<file path="src/wdog_lamp_pkg.sv">
// constants, register map and carrier types for the watchdog / lamp supervisor
// assumes a single 25 MHz clock domain and a plain byte-wide register port
package wdog_lamp_pkg;

  ////////////////////////////////////////////////////////////////////////////
  localparam int MCLK_PERIOD_NS   = 40;
  localparam int OC_DEGLITCH_NS   = 10000;
  localparam int OC_DEGLITCH_CYC  = (OC_DEGLITCH_NS + MCLK_PERIOD_NS - 1) / MCLK_PERIOD_NS;
  localparam int OT_DEGLITCH_NS   = 50000;
  localparam int OT_DEGLITCH_CYC  = (OT_DEGLITCH_NS + MCLK_PERIOD_NS - 1) / MCLK_PERIOD_NS;
  localparam int RST_PULSE_NS     = 20000;
  localparam int RST_PULSE_CYC    = (RST_PULSE_NS + MCLK_PERIOD_NS - 1) / MCLK_PERIOD_NS;
  localparam int WD_REARM_NS      = 1000000;
  localparam int WD_REARM_CYC     = (WD_REARM_NS + MCLK_PERIOD_NS - 1) / MCLK_PERIOD_NS;
  localparam int WD_TICK_NS       = 1000;
  localparam int WD_TICK_CYC      = WD_TICK_NS / MCLK_PERIOD_NS;
  localparam int EXT_MASK_CYC     = 3;

  ////////////////////////////////////////////////////////////////////////////
  localparam logic [5:0] ADDR_GLOBAL = 6'h00;
  localparam logic [5:0] ADDR_LAMP   = 6'h03;
  localparam logic [5:0] ADDR_WDCNT  = 6'h05;
  localparam logic [5:0] ADDR_CTRL   = 6'h11;
  localparam logic [5:0] ADDR_WCFG   = 6'h12;

  localparam int GLB_FAIL_BIT   = 0;
  localparam int GLB_ERST_BIT   = 3;
  localparam int GLB_FUV_BIT    = 4;
  localparam int LMP_OC1_BIT    = 0;
  localparam int LMP_OL1_BIT    = 1;
  localparam int LMP_OC2_BIT    = 2;
  localparam int LMP_OL2_BIT    = 3;
  localparam int LMP_OVERTEMP_SHUTDOWN_FLAG_BIT   = 6;
  localparam int WDC_STAT_BIT   = 3;
  localparam int CTL_EN1_BIT    = 0;
  localparam int CTL_EN2_BIT    = 1;
  localparam int CTL_WDEN_BIT   = 4;
  localparam int CTL_WDF_BIT    = 7;
  localparam logic [7:0] CTL_RW_MASK = 8'h3F;
  localparam int CFG_HI_LSB     = 6;
  localparam int CFG_LO_LSB     = 4;
  localparam logic [7:0] CTRL_RST = 8'h00;
  localparam logic [7:0] WCFG_RST = 8'h00;

  localparam logic [2:0] CNT_FULL = 3'h7;
  localparam logic [2:0] CNT_BAD_STEP = 3'h3;

  ////////////////////////////////////////////////////////////////////////////
  typedef enum logic [1:0] {
    WD_OFF   = 2'b00,
    WD_RUN   = 2'b01,
    WD_PULSE = 2'b10,
    WD_REARM = 2'b11
  } wdState_e;

  typedef struct packed {
    logic       underVolt;
    logic       overTemp;
    logic [1:0] overCur;
    logic [1:0] openLoad;
  } faultPins_s;

  typedef struct packed {
    logic       rd;
    logic       wr;
    logic [5:0] addr;
    logic [7:0] wdata;
  } regReq_s;

  // window limits in watchdog ticks
  function automatic logic [15:0] lowerTicks(input logic [1:0] sel);
    case (sel)
      2'b00:   lowerTicks = 16'h0064;
      2'b01:   lowerTicks = 16'h00C8;
      2'b10:   lowerTicks = 16'h0190;
      default: lowerTicks = 16'h0320;
    endcase
  endfunction

  function automatic logic [15:0] upperTicks(input logic [1:0] sel);
    case (sel)
      2'b00:   upperTicks = 16'h03E8;
      2'b01:   upperTicks = 16'h07D0;
      2'b10:   upperTicks = 16'h0FA0;
      default: upperTicks = 16'h1F40;
    endcase
  endfunction

endpackage

</file>
<file path="src/wdog_lamp_reset_supervisor.sv">
// watchdog, warning-lamp drivers and reset-pin supervisor with its status registers
// assumes a byte register port decoded upstream and open-drain pads resolved outside

module wdog_lamp_reset_supervisor import wdog_lamp_pkg::*; #(
  parameter int REARM_CYC = WD_REARM_CYC
) (
  input  wire logic       mclk,
  input  wire logic       rstn,
  input  wire logic       watchdogPulseIn,
  input  wire logic       lampGateInputOne,
  input  wire logic       lampGateInputTwo,
  input  wire faultPins_s faultPins,
  input  wire logic       resetPinIn,
  output logic            resetPinOut,
  output logic            resetPinOe,
  output logic            lowVoltageLampOut,
  output logic            lowVoltageLampOe,
  output logic            hvLampDriverOne,
  output logic            hvLampDriverTwo,
  output logic            driversInhibit,
  input  wire regReq_s    regReq,
  output logic [7:0]      regRdData
);

  ////////////////////////////////////////////////////////////////////////////
  // pin synchronisers: stage one feeds stage two only
  logic [9:0] syncA_q, syncB_q;
  always_ff @(posedge mclk) begin
    if (!rstn) begin
      syncA_q <= 10'h001;
      syncB_q <= 10'h001;
    end else begin
      syncA_q <= {watchdogPulseIn, lampGateInputOne, lampGateInputTwo, faultPins, resetPinIn};
      syncB_q <= syncA_q;
    end
  end

  logic       wdPin, gateOne, gateTwo, pinLevel;
  faultPins_s flt;
  assign wdPin    = syncB_q[9];
  assign gateOne  = syncB_q[8];
  assign gateTwo  = syncB_q[7];
  assign flt      = syncB_q[6:1];
  assign pinLevel = syncB_q[0];

  ////////////////////////////////////////////////////////////////////////////
  // deglitched live lamp faults
  logic [1:0] ocLive;
  logic       otLive;

  fault_deglitch #(.N(OC_DEGLITCH_CYC)) u_oc1 (
    .mclk     (mclk),
    .rstn     (rstn),
    .faultIn  (flt.overCur[0]),
    .faultOut (ocLive[0])
  );
  fault_deglitch #(.N(OC_DEGLITCH_CYC)) u_oc2 (
    .mclk     (mclk),
    .rstn     (rstn),
    .faultIn  (flt.overCur[1]),
    .faultOut (ocLive[1])
  );
  fault_deglitch #(.N(OT_DEGLITCH_CYC)) u_ot (
    .mclk     (mclk),
    .rstn     (rstn),
    .faultIn  (flt.overTemp),
    .faultOut (otLive)
  );

  ////////////////////////////////////////////////////////////////////////////
  // control registers
  logic [7:0] ctrl_q, wcfg_q;
  logic       wrCtrl, wrCfg, rdGlobal, rdLamp;
  assign wrCtrl   = regReq.wr && regReq.addr == ADDR_CTRL;
  assign wrCfg    = regReq.wr && regReq.addr == ADDR_WCFG;
  assign rdGlobal = regReq.rd && regReq.addr == ADDR_GLOBAL;
  assign rdLamp   = regReq.rd && regReq.addr == ADDR_LAMP;

  always_ff @(posedge mclk) begin
    if (!rstn) ctrl_q <= CTRL_RST;
    else if (wrCtrl) ctrl_q <= regReq.wdata & CTL_RW_MASK;
  end

  always_ff @(posedge mclk) begin
    if (!rstn) wcfg_q <= WCFG_RST;
    else if (wrCfg) wcfg_q <= regReq.wdata;
  end

  logic wdEnable;
  assign wdEnable = ctrl_q[CTL_WDEN_BIT];

  ////////////////////////////////////////////////////////////////////////////
  // watchdog sequencing
  wdState_e   state_q;
  logic [31:0] timer_q;
  logic [2:0] cnt_q;
  logic       wdFault_q, wdStatus_q;
  logic       good, bad, tmo;
  logic       run;
  logic       dropToZero;

  assign run = (state_q == WD_RUN);

  wd_pulse_meter u_meter (
    .mclk      (mclk),
    .rstn      (rstn),
    .run       (run),
    .pulseIn   (wdPin),
    .lowSel    (wcfg_q[CFG_LO_LSB +: 2]),
    .highSel   (wcfg_q[CFG_HI_LSB +: 2]),
    .goodPulse (good),
    .badPulse  (bad),
    .timeout   (tmo)
  );

  // a timeout is treated as an immediate fall to zero
  assign dropToZero = run && cnt_q != 3'h0 && (tmo || (bad && cnt_q <= CNT_BAD_STEP));

  always_ff @(posedge mclk) begin
    if (!rstn || !run) begin
      cnt_q <= 3'h0;
    end else if (tmo) begin
      cnt_q <= 3'h0;
    end else if (bad) begin
      if (cnt_q <= CNT_BAD_STEP) cnt_q <= 3'h0;
      else cnt_q <= cnt_q - CNT_BAD_STEP;
    end else if (good && cnt_q != CNT_FULL) begin
      cnt_q <= cnt_q + 3'h1;
    end
  end

  always_ff @(posedge mclk) begin
    if (!rstn) begin
      state_q <= WD_OFF;
      timer_q <= 32'h0;
    end else begin
      unique case (state_q)
        WD_OFF: begin
          if (wdEnable) state_q <= WD_RUN;
        end
        WD_RUN: begin
          if (!wdEnable) begin
            state_q <= WD_OFF;
          end else if (dropToZero) begin
            state_q <= WD_PULSE;
            timer_q <= 32'h0;
          end
        end
        WD_PULSE: begin
          if (timer_q == 32'(RST_PULSE_CYC - 1)) begin
            state_q <= WD_REARM;
            timer_q <= 32'h0;
          end else begin
            timer_q <= timer_q + 32'h1;
          end
        end
        WD_REARM: begin
          // gives the controller time to come out of its own reset
          if (!wdEnable) state_q <= WD_OFF;
          else if (timer_q == 32'(REARM_CYC - 1)) state_q <= WD_RUN;
          else timer_q <= timer_q + 32'h1;
        end
      endcase
    end
  end

  // fault holds from count zero until the count is full again
  always_ff @(posedge mclk) begin
    if (!rstn || !wdEnable) begin
      wdFault_q  <= 1'b0;
      wdStatus_q <= 1'b0;
    end else if (cnt_q == 3'h0 || state_q != WD_RUN) begin
      wdFault_q  <= 1'b1;
      wdStatus_q <= 1'b0;
    end else if (cnt_q == CNT_FULL) begin
      wdFault_q  <= 1'b0;
      wdStatus_q <= 1'b1;
    end
  end

  ////////////////////////////////////////////////////////////////////////////
  // reset pin: power-on hold, watchdog pulse, external reset detection
  logic                    porHold_q;
  logic [15:0]             porCnt_q;
  logic [EXT_MASK_CYC-1:0] oeHist_q;
  logic                    extLow_q, erst_q;
  logic                    pinDriven;

  always_ff @(posedge mclk) begin
    if (!rstn) begin
      porHold_q <= 1'b1;
      porCnt_q  <= 16'h0000;
    end else if (porHold_q) begin
      if (porCnt_q == 16'(RST_PULSE_CYC - 1)) porHold_q <= 1'b0;
      else porCnt_q <= porCnt_q + 16'h0001;
    end
  end

  assign pinDriven = porHold_q || state_q == WD_PULSE;

  // own drive is masked until it has cleared the synchroniser
  always_ff @(posedge mclk) begin
    if (!rstn) oeHist_q <= '1;
    else oeHist_q <= {oeHist_q[EXT_MASK_CYC-2:0], pinDriven};
  end

  always_ff @(posedge mclk) begin
    if (!rstn) extLow_q <= 1'b0;
    else if (!pinLevel && !pinDriven && oeHist_q == '0) extLow_q <= 1'b1;
    else if (pinLevel) extLow_q <= 1'b0;
  end

  always_ff @(posedge mclk) begin
    if (!rstn) erst_q <= 1'b0;
    else if (extLow_q && pinLevel) erst_q <= 1'b1;
    else if (rdGlobal) erst_q <= 1'b0;
  end

  ////////////////////////////////////////////////////////////////////////////
  // lamp drivers and fault flags
  logic wdKill, lampOne, lampTwo;
  logic [7:0] lampFlags_q;
  logic fail_q;
  logic [7:0] lampSet;

  assign wdKill  = wdEnable && wdFault_q;
  // live faults only; latched flags never gate a driver
  assign lampOne = gateOne && ctrl_q[CTL_EN1_BIT] && !otLive && !flt.underVolt
                   && !wdKill;
  assign lampTwo = gateTwo && ctrl_q[CTL_EN2_BIT] && !otLive && !flt.underVolt
                   && !wdKill;

  always_comb begin
    lampSet               = 8'h00;
    lampSet[LMP_OC1_BIT]  = ocLive[0];
    lampSet[LMP_OC2_BIT]  = ocLive[1];
    lampSet[LMP_OL1_BIT]  = flt.openLoad[0] && !hvLampDriverOne;
    lampSet[LMP_OL2_BIT]  = flt.openLoad[1] && !hvLampDriverTwo;
    lampSet[LMP_OVERTEMP_SHUTDOWN_FLAG_BIT] = otLive;
  end

  // a set in the clearing cycle wins, so a standing fault stays visible
  always_ff @(posedge mclk) begin
    if (!rstn) lampFlags_q <= 8'h00;
    else if (rdLamp) lampFlags_q <= lampSet;
    else lampFlags_q <= lampFlags_q | lampSet;
  end

  always_ff @(posedge mclk) begin
    if (!rstn) begin
      fail_q <= 1'b0;
    end else if (ocLive != 2'b00 || lampSet[LMP_OL1_BIT] || lampSet[LMP_OL2_BIT]) begin
      fail_q <= 1'b1;
    end else if (rdGlobal) begin
      fail_q <= 1'b0;
    end
  end

  logic hv1_q, hv2_q, inhibit_q, lvLamp_q, rstOe_q;
  always_ff @(posedge mclk) begin
    if (!rstn) begin
      hv1_q     <= 1'b0;
      hv2_q     <= 1'b0;
      inhibit_q <= 1'b0;
      lvLamp_q  <= 1'b0;
      rstOe_q   <= 1'b1;
    end else begin
      hv1_q     <= lampOne;
      hv2_q     <= lampTwo;
      inhibit_q <= wdKill;
      lvLamp_q  <= wdKill;
      rstOe_q   <= pinDriven;
    end
  end

  assign hvLampDriverOne   = hv1_q;
  assign hvLampDriverTwo   = hv2_q;
  assign driversInhibit    = inhibit_q;
  assign lowVoltageLampOut = 1'b0;
  assign lowVoltageLampOe  = lvLamp_q;
  assign resetPinOut       = 1'b0;
  assign resetPinOe        = rstOe_q;

  ////////////////////////////////////////////////////////////////////////////
  // read port: data registered on the edge that takes the strobe
  logic [7:0] rdData_q, rdMux;
  always_comb begin
    rdMux = 8'h00;
    unique case (regReq.addr)
      ADDR_GLOBAL: begin
        rdMux[GLB_FAIL_BIT] = fail_q;
        rdMux[GLB_ERST_BIT] = erst_q;
        rdMux[GLB_FUV_BIT]  = flt.underVolt;
      end
      ADDR_LAMP:  rdMux = lampFlags_q;
      ADDR_WDCNT: rdMux = {4'h0, wdStatus_q, cnt_q};
      ADDR_CTRL: begin
        rdMux              = ctrl_q;
        rdMux[CTL_WDF_BIT] = wdFault_q;
      end
      ADDR_WCFG:  rdMux = wcfg_q;
      default:    rdMux = 8'h00;
    endcase
  end

  always_ff @(posedge mclk) begin
    if (!rstn) rdData_q <= 8'h00;
    else if (regReq.rd) rdData_q <= rdMux;
  end

  assign regRdData = rdData_q;

endmodule

</file>
<file path="src/fault_deglitch.sv">
// qualifies a synchronised fault level: high only after it stayed high N cycles
// assumes the input has already passed a two-flop synchroniser
module fault_deglitch import wdog_lamp_pkg::*; #(
  parameter int N = 1
) (
  input  wire logic mclk,
  input  wire logic rstn,
  input  wire logic faultIn,
  output logic      faultOut
);

  logic [15:0] cnt_q;
  logic        out_q;

  // a fault that drops releases at once; only the assertion is filtered
  always_ff @(posedge mclk) begin
    if (!rstn) begin
      cnt_q <= 16'h0000;
      out_q <= 1'b0;
    end else if (!faultIn) begin
      cnt_q <= 16'h0000;
      out_q <= 1'b0;
    end else if (cnt_q >= 16'(N - 1)) begin
      out_q <= 1'b1;
    end else begin
      cnt_q <= cnt_q + 16'h0001;
    end
  end

  assign faultOut = out_q;

endmodule

</file>
<file path="src/wd_pulse_meter.sv">
// measures pulse high time in watchdog ticks and classifies it against the window
// assumes pulseIn is synchronised; events are one-cycle pulses on mclk
module wd_pulse_meter import wdog_lamp_pkg::*; (
  input  wire logic       mclk,
  input  wire logic       rstn,
  input  wire logic       run,
  input  wire logic       pulseIn,
  input  wire logic [1:0] lowSel,
  input  wire logic [1:0] highSel,
  output logic            goodPulse,
  output logic            badPulse,
  output logic            timeout
);

  logic [7:0]  pre_q;
  logic        tick;
  logic        prev_q;
  logic        inPulse_q;
  logic [15:0] width_q;
  logic [16:0] idle_q;
  logic        timedOut_q;
  logic        good_q, bad_q, to_q;
  logic        rise, fall;

  assign tick = (pre_q == 8'(WD_TICK_CYC - 1));
  assign rise = pulseIn & ~prev_q;
  assign fall = ~pulseIn & prev_q;

  always_ff @(posedge mclk) begin
    if (!rstn || !run || tick) pre_q <= 8'h00;
    else pre_q <= pre_q + 8'h01;
  end

  always_ff @(posedge mclk) begin
    if (!rstn) prev_q <= 1'b0;
    else prev_q <= pulseIn;
  end

  ////////////////////////////////////////////////////////////////////////////
  // width counter saturates so a stuck-high pin still reads as too long
  always_ff @(posedge mclk) begin
    if (!rstn || !run) begin
      inPulse_q <= 1'b0;
      width_q   <= 16'h0000;
      good_q    <= 1'b0;
      bad_q     <= 1'b0;
    end else begin
      good_q <= 1'b0;
      bad_q  <= 1'b0;
      if (rise) begin
        inPulse_q <= 1'b1;
        width_q   <= 16'h0000;
      end else if (fall && inPulse_q) begin
        inPulse_q <= 1'b0;
        if (width_q >= lowerTicks(lowSel) && width_q <= upperTicks(highSel))
          good_q <= 1'b1;
        else
          bad_q <= 1'b1;
      end else if (inPulse_q && tick && width_q != 16'hFFFF) begin
        width_q <= width_q + 16'h0001;
      end
    end
  end

  ////////////////////////////////////////////////////////////////////////////
  always_ff @(posedge mclk) begin
    if (!rstn || !run || rise || fall) begin
      idle_q     <= 17'h00000;
      timedOut_q <= 1'b0;
      to_q       <= 1'b0;
    end else begin
      to_q <= 1'b0;
      if (!timedOut_q && idle_q >= {upperTicks(highSel), 1'b0}) begin
        timedOut_q <= 1'b1;
        to_q       <= 1'b1;
      end else if (tick && !timedOut_q) begin
        idle_q <= idle_q + 17'h00001;
      end
    end
  end

  assign goodPulse = good_q;
  assign badPulse  = bad_q;
  assign timeout   = to_q;

endmodule

</file>
<file path="config.mk">
export PLATFORM = sky130hd
export DESIGN_NAME = wdog_lamp_reset_supervisor
export DESIGN_NICKNAME = d
export VERILOG_FILES = /design/src/wdog_lamp_pkg.sv /design/src/wdog_lamp_reset_supervisor.sv /design/src/fault_deglitch.sv /design/src/wd_pulse_meter.sv
export SDC_FILE = /design/constraint.sdc
export NUM_CORES = 1
export LEC_CHECK = 0
export ABC_CLOCK_PERIOD_IN_PS = 3800
export BUFFER_PORTS_ARGS = -buffer_cell sky130_fd_sc_hd__buf_2
export CAP_MARGIN = 40
export CORE_MARGIN = 8
export CORE_UTILIZATION = 40
export CTS_CLUSTER_DIAMETER = 30
export DETAILED_ROUTE_END_ITERATION = 10
export SYNTH_ARGS = -nofsm -noshare
export SYNTH_HDL_FRONTEND = slang
export SYNTH_SLANG_ARGS = --single-unit
</file>
<file path="constraint.sdc">
create_clock -name mclk -period 3.8 [get_ports mclk]
set_clock_uncertainty 0.1 [all_clocks]
set_input_delay 0.19 -clock mclk [delete_from_list [all_inputs] [get_ports mclk]]
set_output_delay 0.19 -clock mclk [all_outputs]
set_load 0.05 [all_outputs]
</file>
==> run metrics <==
status=finished, final reports clean; Mapped Area=9780 um^2; combinational fraction of design power=0.030; GRT Residual Overflow=0; clock sinks=210; number of global-route vias before repair=a little under 8,000; Antenna Nets Post-Route=0; register bit total from synthesis=between 200 and 250; H-Tree Depth=2; Post-Syn Area per Cell=8.74 um^2; RSZ-0062 raised after global routing=false; initial antenna violation count=0; Internal Pwr Total=around 5500 uW; LEAKAGE=0.00472 uW; Boundary Pins=43; sequential share of power=0.318; Synth Warn #=0; Setup crit end kind=register; sw frac=0.221; fin crit share=0.776; Final Max Slew Viols=0; worst-path fanout max=8; Detail Placement HPWL=around 15,000 um; top cells by instance count after synthesis=dfxtp_1, nor2_1, nand2_1; P&R area growth vs syn=27.4%; first-pass GRT wire length=slightly below 40,000 um; fin crit period=2.95 ns; post-cts sizing count=0; diode count=0; Worst IR Drop VDD=between 300 and 400 uV; pwr dens=between 500 and 600 nW/um^2; Placer Congestion=0.794; startpoint types=register; number of synthesized flops with an enable pin=0; Slew @ Worst Pin=between 0.7 and 0.8 ns; Final Core Density=0.515; largest buffer count on any clock path=3; Starting Density=0.405; share of layout cells above drive strength 1=0.129; die width=between 150 and 200 um; Layout Nets=between 1,000 and 1,500; count leader, synth=dfxtp_1; post-synth cell types=71; routed len/inst=between 10 and 15 um; DR pass1 iterations=5; total CTS buffers=a little over 50; WP data arrival=roughly 3.3 ns; row count=57; area leader, netlist=dfxtp_1; sequential-to-total area share from yosys stat=0.430; total track usage=0.157; Hold Path Class=in2reg; Post-Route WL=roughly 23,000 um; die area=approximately 30,000 um^2; Synth Instances=about 1,100; number of port buffers=40; ys async rst share=0; endpoints failing setup=0; DRC=0; Worst Setup Path Type=reg2reg; largest cells by area after synthesis=dfxtp_1, ha_1, nor2_1; design area=around 12,000 um^2; post-DR vias/cell=roughly 5.2; Setup TNS=0 ns; MaxCap Viol Count=0; Vias=8,251; Required @ worst endpoint=about 4.1 ns; P_sw=approximately 1600 uW; Die Ht=~170 um; Total Power=~7100 uW; Main synth FF type=dfxtp_1; Yosys top cell area share=0.430; root buffer cell=clkbuf_16; final hold slack=around 0.09 ns; Cell Area, Placed=around 10,000 um^2; CTS tree=done; f_max=0.339 GHz; clock-pin slew on the worst setup and hold paths=about 0.05 ns; initial DRC count=between 400 and 500; clock network power share=0.652; Core Footprint=~24,000 um^2; worst skew pair latency=0.55 ns; Fin. Hold Viols=0; largest net degree at the start of global routing=56; relative slew slack=0.495
routing by layer:
metal	part of all wire	up-vias	routed length, um	global-route usage
met5	0	-	0	0
met4	0.021	0	475	0.0521
met3	0.049	43	1100	0.0345
met2	0.45	166	10200	0.248
met1	0.48	3839	10900	0.208
li1	-	4203	-	-
sequential cells by signal (all words and copies together), names as in the netlist, 3 cells and up, named ones only:
register,flops
porCnt_q,16
syncB_q,10
lampFlags_q,5
oeHist_q,3
timer_q,32
ctrl_q,6
wcfg_q,8
u_oc1.cnt_q,16
regRdData,8
u_meter.idle_q,17
u_ot.cnt_q,16
syncA_q,10
u_meter.width_q,16
cnt_q,3
u_meter.pre_q,8
u_oc2.cnt_q,16
final cells by class:
type,instances,area (um^2)
Sequential cell,210,4200
Timing Repair Buffer,79,569
Tap cell,324,405
Multi-Input combinational cell,828,5250
Inverter,46,173
Clock buffer,61,1360
Clock inverter,33,500
Fill cell,2234,11700
cells in the final DEF (no fill, tap or decap), types with 5 or more instances in the layout:
cell	n
or4_1	9
a21oi_1	86
nand4_1	25
and2_1	28
o31ai_1	8
nand2b_1	9
dfxtp_1	210
bufinv_16	9
a31oi_1	7
xor2_1	33
clkinvlp_4	7
xnor2_1	24
o21ai_0	35
nor4_1	19
nand3_1	51
or3_1	19
buf_4	7
nor2_1	128
inv_1	45
inv_6	6
ha_1	56
nor3_1	30
mux2i_1	9
and4_1	9
clkbuf_16	51
nand2_1	91
clkbuf_8	5
dlygate4sd3_1	30
and3_1	47
buf_2	41
o21ai_1	10
nand3b_1	11
nor2b_1	7
clkbuf_1	5
worst paths after layout:
| path | slack, ns | endpoint | depth (start not counted) | startpoint |
|---|---|---|---|---|
| hold / removal | 0.09 | regRdData[4] | 5 | regReq[12] |
| setup reg to reg | 0.85 | u_meter.idle_q[7] | 8 | wcfg_q[6] |
| setup / recovery | 0.85 | u_meter.idle_q[7] | 8 | wcfg_q[6] |
| hold reg to reg | 0.31 | syncB_q[0] | 1 | syncA_q[0] |
cells by family after synthesis:
group                      share of synthesized area
AOI/OAI and AO/OA                              0.125
xor gates and xnor gates                      0.0510
adders and majority gates                     0.0716
buffers and inverters                         0.0345
DFF                                            0.430
muxes                                        0.00921
other                                       0.000383
and+or+nand+nor                                0.279
worst max-delay path: stages, from the launching register on:
cell	delay, ns
dfxtp_1	0.53
nand2_1	0.17
inv_1	0.11
ha_1	0.22
a2111oi_0	0.47
o31a_1	0.31
o211ai_1	0.25
or4_1	0.53
a21oi_1	0.14
power by group through the flow:
stage	registers, uW	clock network (uW)	logic [uW]
global placement	2290	0	193
global route	2250	4830	234
CTS	2250	4700	215
floorplan	2300	0	130
detailed placement	2290	0	195
finish	2250	4610	212
metrics by stage:
stage	instances	setup slack, ns
floorplan	1121	1.40
global placement	1453	0.998
detailed placement	1457	0.919
CTS	1581	0.880
global route	1581	0.568
finish	1581	0.850
timing repair:
item                                   CTS  global route
endpoints found under the hold margin   33             0
buffers inserted                         0             0
hold buffers                            30             0
Power figures use the tool's default switching activity.
